## src/logic/asr_map.svh

```systemverilog
`ifndef ASR_MAP_SVH
`define ASR_MAP_SVH
// Register indices
`define ASR_IDX_STAT_ONE 8'hb6
`define ASR_IDX_STAT_TWO 8'hb7
`define ASR_IDX_RSVD 8'hb8
`define ASR_IDX_PIN_MUX 8'hc0
`define ASR_IDX_FORCE_CHG 8'hc1
`define ASR_IDX_RATE_SHD 8'hc2
`define ASR_IDX_SER1_SHD 8'hc3
`define ASR_IDX_SER2_SHD 8'hc4
`define ASR_IDX_IRQ_STAT 8'hd0
`define ASR_IDX_IRQ_MASK 8'hd1
// Reset values
`define ASR_RST_PIN_MUX 8'h06
`define ASR_RST_FORCE_CHG 2'h3
`define ASR_RST_SHADOW 8'h00
`define ASR_RST_IRQ 8'h00
// Field positions and widths
`define ASR_PIN_MUX_W 5
`define ASR_FCR_FIELDS 8'hcf
`define ASR_RATE_FIELDS 8'hdf
`define ASR_BIT_PAR 1
`define ASR_BIT_SER2 2
`define ASR_BIT_SER1 3
`define ASR_BIT_FLOP 4
`define ASR_BIT_WDOG 7
`define ASR_BIT_MOUSE 0
`define ASR_BIT_KBD 1
`define ASR_BIT_IR 2
`define ASR_BIT_KBCRST 4
`define ASR_IRQ_W 3
`define ASR_IRQ_IR 0
`define ASR_IRQ_FLAG0 1
`define ASR_IRQ_FLAG1 2
`endif

```

## src/logic/asr_pkg.sv

```systemverilog
package asr_pkg;
  typedef struct packed {
    logic parallel_irq;
    logic serial_two_irq;
    logic serial_one_irq;
    logic floppy_irq;
    logic watchdog_irq;
    logic mouse_irq;
    logic keyboard_irq;
    logic kbc_reset_line;
  } asr_src_t;

  typedef struct packed {
    logic step_pulse_out;
    logic drive_select_zero;
    logic drive_select_one;
    logic disk_changed_input;
  } asr_fdd_t;

  typedef struct packed {
    logic [7:0] addr;
    logic [7:0] wdata;
    logic wr;
    logic rd;
  } asr_bus_t;

  typedef struct packed {
    logic rate_wr;
    logic ser1_wr;
    logic ser2_wr;
    logic [7:0] data;
  } asr_shd_t;

  typedef struct packed {
    logic [2:0] ir_sel;
    logic ir_mode;
    logic dma3_sel;
    logic serirq_sel;
    logic kbc_sel;
    logic ir_rx3_sel;
  } asr_mux_t;
endpackage

```

## src/logic/asr_regs.sv

```systemverilog
// Behaviour
// - Status one: bits 1,2,3,4,7 from peripherals
// - Status one follows sources; no access clears
// - Status two: mouse bit 0, keyboard bit 1
// - Infrared edge sets bit 2; read clears
// - Bit 4 mirrors kbc reset line
// - Pin mux register holds five select bits
// - Pin mux resets to 0x06
// - Force-change flags: write 1 sets, 0 ignored
// - Step with drive select clears flag
// - Force-change flags reset to 0x03
// - Disk-changed bit combines selects, flags, input
// - Rate shadow: rate, write_field_a, powerdown, reset
// - Fifo shadows: enable, resets, dma, trigger
// - Location mux picks serial or alternate rx
`timescale 1ns/10ps
`include "asr_map.svh"
`default_nettype none

module asr_regs (
  // Clock and reset
  input wire logic core_clk,
  input wire logic rst_b,
  // Register port
  input wire asr_pkg::asr_bus_t bus,
  output logic [7:0] rdata,
  // Peripheral sources, already on core_clk
  input wire asr_pkg::asr_src_t src,
  // Write-only source registers being written
  input wire asr_pkg::asr_shd_t shd,
  // Pins
  input wire logic serial_two_rx,
  input wire logic alt_infrared_rx,
  input wire logic ir_location_mux,
  input wire asr_pkg::asr_fdd_t fdd,
  // Results
  output logic disk_changed_bit,
  output logic [4:0] pin_mux_sel,
  output logic irq
);

  ////////////////////////////////////////////////////////////////////////////
  // Pin synchronisers
  logic [1:0] sx_s1_q;
  logic [1:0] sx_s2_q;
  logic [3:0] fd_s1_q;
  logic [3:0] fd_s2_q;
  logic ir_prev_q;
  logic ir_now;

  always_ff @(posedge core_clk) begin
    if (!rst_b) begin
      sx_s1_q <= 2'h3;
      sx_s2_q <= 2'h3;
      // Idle pin levels, so no step with a select is seen just after reset
      fd_s1_q <= 4'he;
      fd_s2_q <= 4'he;
    end else begin
      sx_s1_q <= {alt_infrared_rx, serial_two_rx};
      sx_s2_q <= sx_s1_q;
      fd_s1_q <= fdd;
      fd_s2_q <= fd_s1_q;
    end
  end

  // Mux after synchronising, so the edge detector sees the selected pin
  assign ir_now = ir_location_mux ? sx_s2_q[1] : sx_s2_q[0];

  always_ff @(posedge core_clk) begin
    if (!rst_b) begin
      ir_prev_q <= 1'h1;
    end else begin
      ir_prev_q <= ir_now;
    end
  end

  ////////////////////////////////////////////////////////////////////////////
  // Access decode
  function automatic logic hit(input logic [7:0] a, input logic [7:0] idx);
    hit = (a == idx);
  endfunction

  logic wr_mux;
  logic wr_fcr;
  logic wr_ist;
  logic wr_imsk;
  logic rd_st2;

  assign wr_mux = bus.wr && hit(bus.addr, `ASR_IDX_PIN_MUX);
  assign wr_fcr = bus.wr && hit(bus.addr, `ASR_IDX_FORCE_CHG);
  assign wr_ist = bus.wr && hit(bus.addr, `ASR_IDX_IRQ_STAT);
  assign wr_imsk = bus.wr && hit(bus.addr, `ASR_IDX_IRQ_MASK);
  assign rd_st2 = bus.rd && hit(bus.addr, `ASR_IDX_STAT_TWO);

  ////////////////////////////////////////////////////////////////////////////
  // Status registers
  logic [7:0] st_one_q;
  logic [7:0] st_two_q;
  logic ir_edge;

  assign ir_edge = ir_now ^ ir_prev_q;

  // Level bits follow their sources; no register access touches them
  always_ff @(posedge core_clk) begin
    if (!rst_b) begin
      st_one_q <= 8'h00;
    end else begin
      st_one_q <= 8'h00;
      st_one_q[`ASR_BIT_PAR] <= src.parallel_irq;
      st_one_q[`ASR_BIT_SER2] <= src.serial_two_irq;
      st_one_q[`ASR_BIT_SER1] <= src.serial_one_irq;
      st_one_q[`ASR_BIT_FLOP] <= src.floppy_irq;
      st_one_q[`ASR_BIT_WDOG] <= src.watchdog_irq;
    end
  end

  always_ff @(posedge core_clk) begin
    if (!rst_b) begin
      st_two_q <= 8'h00;
    end else begin
      st_two_q[`ASR_BIT_MOUSE] <= src.mouse_irq;
      st_two_q[`ASR_BIT_KBD] <= src.keyboard_irq;
      st_two_q[`ASR_BIT_KBCRST] <= src.kbc_reset_line;
      st_two_q[3] <= 1'h0;
      st_two_q[7:5] <= 3'h0;
      // An edge in the read cycle wins, so it is never lost
      if (ir_edge) begin
        st_two_q[`ASR_BIT_IR] <= 1'h1;
      end else if (rd_st2) begin
        st_two_q[`ASR_BIT_IR] <= 1'h0;
      end
    end
  end

  ////////////////////////////////////////////////////////////////////////////
  // Pin mux and forced disk change
  logic [4:0] mux_q;
  logic [1:0] fcr_q;
  logic step_act;
  logic ds0_act;
  logic ds1_act;

  always_ff @(posedge core_clk) begin
    if (!rst_b) begin
      mux_q <= 5'(`ASR_RST_PIN_MUX);
    end else if (wr_mux) begin
      mux_q <= bus.wdata[4:0];
    end
  end

  assign pin_mux_sel = mux_q;

  // Drive pins are active low
  assign step_act = !fd_s2_q[3];
  assign ds0_act = !fd_s2_q[2];
  assign ds1_act = !fd_s2_q[1];

  // Software set beats the hardware clear in the same cycle
  always_ff @(posedge core_clk) begin
    if (!rst_b) begin
      fcr_q <= `ASR_RST_FORCE_CHG;
    end else begin
      if (wr_fcr && bus.wdata[0]) begin
        fcr_q[0] <= 1'h1;
      end else if (step_act && ds0_act) begin
        fcr_q[0] <= 1'h0;
      end
      if (wr_fcr && bus.wdata[1]) begin
        fcr_q[1] <= 1'h1;
      end else if (step_act && ds1_act) begin
        fcr_q[1] <= 1'h0;
      end
    end
  end

  // Pin levels combined directly; active-low names are not inverted
  logic dchg_d;
  logic dchg_q;
  assign dchg_d = (fd_s2_q[2] & fcr_q[0]) | (fd_s2_q[1] & fcr_q[1]) | fd_s2_q[0];

  always_ff @(posedge core_clk) begin
    if (!rst_b) begin
      dchg_q <= 1'h0;
    end else begin
      dchg_q <= dchg_d;
    end
  end

  assign disk_changed_bit = dchg_q;

  ////////////////////////////////////////////////////////////////////////////
  // Shadows of write-only registers; source register itself is untouched
  logic [7:0] rate_q;
  logic [7:0] ser1_q;
  logic [7:0] ser2_q;

  always_ff @(posedge core_clk) begin
    if (!rst_b) begin
      rate_q <= `ASR_RST_SHADOW;
      ser1_q <= `ASR_RST_SHADOW;
      ser2_q <= `ASR_RST_SHADOW;
    end else begin
      if (shd.rate_wr) begin
        rate_q <= shd.data & `ASR_RATE_FIELDS;
      end
      if (shd.ser1_wr) begin
        ser1_q <= shd.data & `ASR_FCR_FIELDS;
      end
      if (shd.ser2_wr) begin
        ser2_q <= shd.data & `ASR_FCR_FIELDS;
      end
    end
  end

  ////////////////////////////////////////////////////////////////////////////
  // Interrupt: sticky events, write one to clear, mask to enable
  logic [2:0] ist_q;
  logic [2:0] imsk_q;
  logic [2:0] ev;
  logic [1:0] fcr_prev_q;

  always_ff @(posedge core_clk) begin
    if (!rst_b) begin
      fcr_prev_q <= `ASR_RST_FORCE_CHG;
    end else begin
      fcr_prev_q <= fcr_q;
    end
  end

  // Infrared edge and each forced flag being cleared by a step
  assign ev = {fcr_prev_q[1] & !fcr_q[1], fcr_prev_q[0] & !fcr_q[0], ir_edge};

  always_ff @(posedge core_clk) begin
    if (!rst_b) begin
      ist_q <= 3'(`ASR_RST_IRQ);
    end else begin
      ist_q <= ev | (ist_q & ~(wr_ist ? bus.wdata[2:0] : 3'h0));
    end
  end

  always_ff @(posedge core_clk) begin
    if (!rst_b) begin
      imsk_q <= 3'(`ASR_RST_IRQ);
    end else if (wr_imsk) begin
      imsk_q <= bus.wdata[2:0];
    end
  end

  assign irq = |(ist_q & imsk_q);

  ////////////////////////////////////////////////////////////////////////////
  // Read data, one cycle after the strobe
  logic [7:0] rdata_d;
  logic [7:0] rdata_q;

  always_comb begin
    rdata_d = 8'h00;
    case (bus.addr)
      `ASR_IDX_STAT_ONE: rdata_d = st_one_q;
      `ASR_IDX_STAT_TWO: rdata_d = st_two_q;
      `ASR_IDX_PIN_MUX: rdata_d = {3'h0, mux_q};
      `ASR_IDX_FORCE_CHG: rdata_d = {6'h00, fcr_q};
      `ASR_IDX_RATE_SHD: rdata_d = rate_q;
      `ASR_IDX_SER1_SHD: rdata_d = ser1_q;
      `ASR_IDX_SER2_SHD: rdata_d = ser2_q;
      `ASR_IDX_IRQ_STAT: rdata_d = {5'h00, ist_q};
      `ASR_IDX_IRQ_MASK: rdata_d = {5'h00, imsk_q};
      default: rdata_d = 8'h00;
    endcase
  end

  always_ff @(posedge core_clk) begin
    if (!rst_b) begin
      rdata_q <= 8'h00;
    end else if (bus.rd) begin
      rdata_q <= rdata_d;
    end else begin
      rdata_q <= 8'h00;
    end
  end

  assign rdata = rdata_q;

endmodule

`default_nettype wire

```

## config.mk

```make
export PLATFORM = sky130hd
export DESIGN_NAME = asr_regs
export DESIGN_NICKNAME = d
export VERILOG_FILES = /design/src/logic/asr_pkg.sv /design/src/logic/asr_regs.sv
export VERILOG_INCLUDE_DIRS = /design/src /design/src/logic
export SDC_FILE = /design/constraint.sdc
export NUM_CORES = 1
export LEC_CHECK = 0
export BUFFER_PORTS_ARGS = -buffer_cell sky130_fd_sc_hd__buf_4
export CORE_ASPECT_RATIO = 1.75
export CORE_UTILIZATION = 50
export DETAILED_ROUTE_END_ITERATION = 6
export PLACE_DENSITY = 0.84
export SLEW_MARGIN = 40
export SYNTH_ARGS = -nofsm -noshare
export SYNTH_HDL_FRONTEND = slang
export SYNTH_SLANG_ARGS = --single-unit
```

## constraint.sdc

```tcl
create_clock -name core_clk -period 1.6 [get_ports core_clk]
set_input_delay 0.32 -clock core_clk [delete_from_list [all_inputs] [get_ports core_clk]]
set_output_delay 0.32 -clock core_clk [all_outputs]
set_load 0.01 [all_outputs]
```

Yosys cells after proc, flatten, opt, wreduce, memory -nomap -nowiden:

Cells that the tools add are included.

* equal/unequal tests: 9
* multiplexer cells: 5
* bitwise operators: 12
* reductions and logical operators: 19

Operators with widths (number)
* 8-bit equality test (second input constant): 9
* 8-bit one-hot mux with 9 select lines: 1
* 1-bit logical AND: 9
* 3-bit bitwise AND: 2
* 1-bit zero test: 5
* 1-bit bitwise AND: 4
* 2-bit OR reduction: 2
* 1-bit two-way mux: 3
* 3-bit two-way mux: 1
* 3-bit NOT: 1
* 3-bit bitwise OR: 1
* 3-bit OR reduction: 1
* 1-bit bitwise OR: 2
* 2-bit AND reduction: 1
* 2-bit nonzero test: 1
* 1-bit NOT: 1
* 1-bit XOR: 1

* register bits: 72
* input bits: 46
* output and inout port bits: 15
* word-level logic and storage cells: 66

Logic depth before layout (Yosys ltp):

* depth in word-level cells: 6
* depth in mapped cells: 6
* mapped depth without buffers: 5

Worst setup path before layout:

OpenSTA, ideal clock, no wires.

* path kind: input port to flip-flop
* start: in bus[13] in the netlist's numbering
* end: reg ist_q[1]
* library setup time: 0.116 ns
* arrival time: 1.324 ns
* required time: 1.484 ns
* slack: 0.160 ns
* cell stages on the path: 5
* buffers on the path: 0
* cells stage by stage: nand4bb_4 nor4b_4 and3b_1 a21oi_1 a31o_1

* longest elaborated chain between the ends: 6

RTL lines
* start, declared: line asr_regs.sv:25 `input wire asr_pkg::asr_bus_t bus,`
* 8-bit equality test: line asr_regs.sv:80 `hit = (a == idx);`
* 1-bit logical AND: line asr_regs.sv:91 `` assign wr_ist = bus.wr && hit(bus.addr, `ASR_IDX_IRQ_STAT); ``
* 3-bit two-way mux: line asr_regs.sv:237 `ist_q <= ev | (ist_q & ~(wr_ist ? bus.wdata[2:0] : 3'h0));`
* 3-bit NOT: line asr_regs.sv:237
* 3-bit bitwise AND: line asr_regs.sv:237
* 3-bit bitwise OR: line asr_regs.sv:237
* end signal, assigned: line asr_regs.sv:235 `` ist_q <= 3'(`ASR_RST_IRQ); ``
* end signal, assigned: line asr_regs.sv:237
* end, declared: line asr_regs.sv:217 `logic [2:0] ist_q;`

Every way passes these cells.
A chain may end at the register's enable or synchronous reset.

Final worst setup path:

* start: reg imsk_q[2]
* end: out irq

* longest elaborated chain between the ends: 2

RTL lines
* start, declared: line asr_regs.sv:218 `logic [2:0] imsk_q;`
* start signal, assigned: line asr_regs.sv:243 `` imsk_q <= 3'(`ASR_RST_IRQ); ``
* start signal, assigned: line asr_regs.sv:245 `imsk_q <= bus.wdata[2:0];`
* 3-bit bitwise AND: line asr_regs.sv:249 `assign irq = |(ist_q & imsk_q);`
* 3-bit OR reduction: line asr_regs.sv:249
* end, declared: line asr_regs.sv:39 `output logic irq`

Every way passes these cells.

==> key figures <==
Placement
  • GP Congestion: 0.815
  • I/O Buffers: 55
  • Pre-CTS setup slack: -0.0528 ns
  • Final HPWL from detailed placement: 4320 um

Power and ir drop
  • Maximum VDD drop: 0.000901 V
  • Pleak: 1.47 nW
  • P per Cell Area: 961 nW/um2
  • Net switching power: 0.700 mW
  • Reg power frac: 0.536
  • Clock network fraction of total power: 0.368
  • Switching Share: 0.223
  • Pwr Total: 3.14 mW
  • Internal power: 2.44 mW
  • Combinational share of power: 0.096

Detailed routing
  • WL per Instance: 16.2 um
  • Pre-Repair DR Iteration Count: 4
  • ANT nets after route: 0
  • Routed via count: 2044
  • DRC violations left: 0
  • Initial DRC count: 74
  • Total wire length: 5870 um
  • Via density: 5.65

Synthesis
  • Post-synthesis async set-or-reset flop share: 0
  • Sequential share of the synthesized area: 0.491
  • Synth Area in Compound Gates: 0.0925
  • Synth Area in Adders: 0
  • Post-synthesis mux area share: 0.150
  • Synth Area per Inst: 10.7 um2
  • Post-Synth Simple-Gate Area: 0.227
  • Top FF cell, synth: dfxtp_1
  • Number of synthesized flops with an enable pin: 0
  • Post-synth net total: 291
  • Synth Register Bits: 64
  • Netlist Area Pre-Place: 2610 um2
  • Syn Inst Count: 245
  • Main combinational cell family by area after synthesis: simple AND/OR/NAND/NOR gates
  • Yosys cell types: 44
  • Post-Synth XOR/XNOR Area: 0.00336
  • Synthesis Warnings: 0

Timing
  • Hold Fails Final Rpt: 0
  • Final setup fails: 0
  • Slew Limit Fails: 0
  • Final period util: 0.958
  • Clk_skew: 0.00483 ns
  • Fin Setup TNS: 0 ns
  • Fmax achieved: 652 MHz
  • Final WS setup: 0.0667 ns
  • Post-route minimum period: 1.53 ns
  • RSZ-0062 raised after global routing: true
  • WHS: 0.168 ns

Setup path
  • Worst EP arrival: 1.21 ns
  • Setup crit start kind: register
  • Worst Setup End Kind: primary output
  • FF-to-FF End: rdata[0]
  • Req. time, crit path: 1.28 ns
  • WS Path Type: reg2out
  • Worst R2R Start: fcr_q[0]
  • R2r setup slk: 0.47 ns
  • Crit-path max FO: 3
  • R2R depth: 5

Floorplanning
  • Die W: 56.6 um
  • Die Span Y: 97.6 um
  • Initial Util: 0.524
  • DIE AREA: 5520 um2
  • Core footprint: 4980 um2
  • I/O pins: 61
  • Row Count: 34

Worst hold path
  • Hold path endpoint: sx_s1_q[0]
  • Hold depth: 2
  • Min-delay src: serial_two_rx
  • Class of the worst hold path: in2reg

Clocking
  • Sinks on Clock Net: 64
  • Hold_buf cts: 0
  • CTS root buf: clkbuf_8
  • TritonCTS clock tree: done
  • Reg clk slew, reported paths: 0.06 ns
  • CTS H-tree lvls: 3
  • Clk Latency, worst-skew pair: 0.33 ns
  • Clock buffer depth: 2
  • Total CTS buffers: 9

Global route
  • Number of antenna violations at the first check in global routing: 0
  • Total GRT Usage: 0.230
  • Pin count of the biggest net entering global routing: 27
  • Global-route wire length before repair: 9580 um
  • Total gr overflow: 0
  • Number of global-route vias before repair: 2030

Finish
  • Share of cells above drive strength 1: 0.299
  • FILL cells: 415
  • P&R area growth vs syn: 25.1%
  • Core Util, Final: 0.656
  • NumNets Final: 352
  • N_diodes: 0

Status
  • Status: completed

Run
  • Max-Cap Viols: 0
==> state kept, by name, summed over array words and instances, names as in the netlist, 2 cells and up <==
| register | flops |
|---|---|
| imsk_q | 3 |
| ist_q | 3 |
| ser1_q | 6 |
| rdata | 7 |
| sx_s1_q | 2 |
| st_two_q | 4 |
| fcr_prev_q | 2 |
| sx_s2_q | 2 |
| st_one_q | 5 |
| rate_q | 7 |
| fcr_q | 2 |
| pin_mux_sel | 5 |
| ser2_q | 6 |
| fd_s2_q | 4 |
| fd_s1_q | 4 |
==> placed cells by master, fill, tap and decap left out, types with 4 or more instances in the layout <==
cell / n
clkbuf_8: 11
inv_1: 5
buf_4: 65
mux2_2: 6
nand2b_1: 10
dfxtp_1: 63
and2_1: 10
mux2i_1: 29
o21ai_0: 5
a21oi_1: 4
a31oi_1: 5
nand3_1: 9
nand2_1: 10
nor2b_1: 29
==> worst max-delay path by stage <==
| stage | slack (ns) | start | cells after the start | to |
|---|---|---|---|---|
| after global placement | -0.04 | bus[13] | 6 | ist_q[2] |
| after detailed placement | -0.05 | bus[13] | 6 | ist_q[1] |
| after global routing | -0.03 | imsk_q[2] | 3 | irq |
| after floorplan | 0.16 | bus[13] | 5 | ist_q[1] |
| after CTS | 0.05 | ist_q[2] | 3 | irq |
| final | 0.07 | imsk_q[2] | 3 | irq |
==> synth_stat cells, types with 2 or more instances <==
cell	count	share of area
dfxtp_1	64	0.49
nand2b_1	10	0.024
nand2_1	10	0.014
mux2i_1	29	0.11
nor2b_1	29	0.070
a22oi_1	3	0.0086
mux2_1	3	0.013
a32oi_1	3	0.010
a21oi_1	4	0.0077
a31o_1	2	0.0067
buf_2	4	0.0077
and3b_1	2	0.0067
nand4_1	3	0.0072
a31oi_1	5	0.012
a222oi_1	2	0.0077
mux2_2	6	0.026
o21a_1	2	0.0058
o21ai_0	5	0.0096
nand3_1	9	0.017
and2_1	10	0.024
clkbuf_1	10	0.014
buf_4	2	0.0058
inv_1	5	0.0072
a22o_1	3	0.010
==> power by group through the flow <==
stage	Combinational, mW	Sequential, mW	Clock (mW)
floorplan	0.164	1.71	0
global placement	0.293	1.71	0
detailed placement	0.299	1.72	0
CTS	0.301	1.68	1.17
global route	0.325	1.69	1.24
finish	0.300	1.68	1.15
==> stage by stage <==
| stage | area, um2 | std cells |
|---|---|---|
| CTS | 3260 | 362 |
| detailed placement | 3100 | 349 |
| floorplan | 2610 | 245 |
| global placement | 3100 | 349 |
| finish | 3270 | 362 |
| global route | 3270 | 362 |
==> worst max-delay path, cell delays in order (launching register included) <==
cell and delay (ns):
dfxtp_2 0.32, a222oi_1 0.33, inv_1 0.10, buf_6 0.13
==> layer usage <==
metal | track usage | wire length (um) | up-vias
met4 | 0.0976 | 130 | 0
met3 | 0.0639 | 274 | 13
met5 | 0 | 0 | -
met2 | 0.414 | 3160 | 63
li1 | - | - | 978
met1 | 0.241 | 2300 | 990
==> cells by family (layout without fill, tap and decap cells) <==
| group | Yosys count | in the layout |
|---|---|---|
| other cells | 1 | 1 |
| compound gates | 34 | 34 |
| mux | 38 | 38 |
| flops | 64 | 64 |
| xor+xnor | 1 | 1 |
| simple gates | 86 | 86 |
| buf+inv | 21 | 84 |
==> cell type report <==
| type | count | area [um2] | area share |
|---|---|---|---|
| clock inverter | 1 | 5.00 | 0.00153 |
| inverter | 5 | 18.8 | 0.00575 |
| tap | 54 | 67.6 | 0.0207 |
| multi-input combinational | 160 | 1240 | 0.379 |
| timing repair buffer | 66 | 499 | 0.153 |
| clock buffer | 12 | 155 | 0.0475 |
| sequential | 64 | 1280 | 0.393 |
==> what timing repair did <==
item | 4_1_cts | 5_1_grt
buffers inserted | 0 | 0
resized for setup | 0 | 2
endpoints found under the setup margin | 0 | 1
hold endpoints to repair | 0 | 0
(Power assumes the default switching activity.)
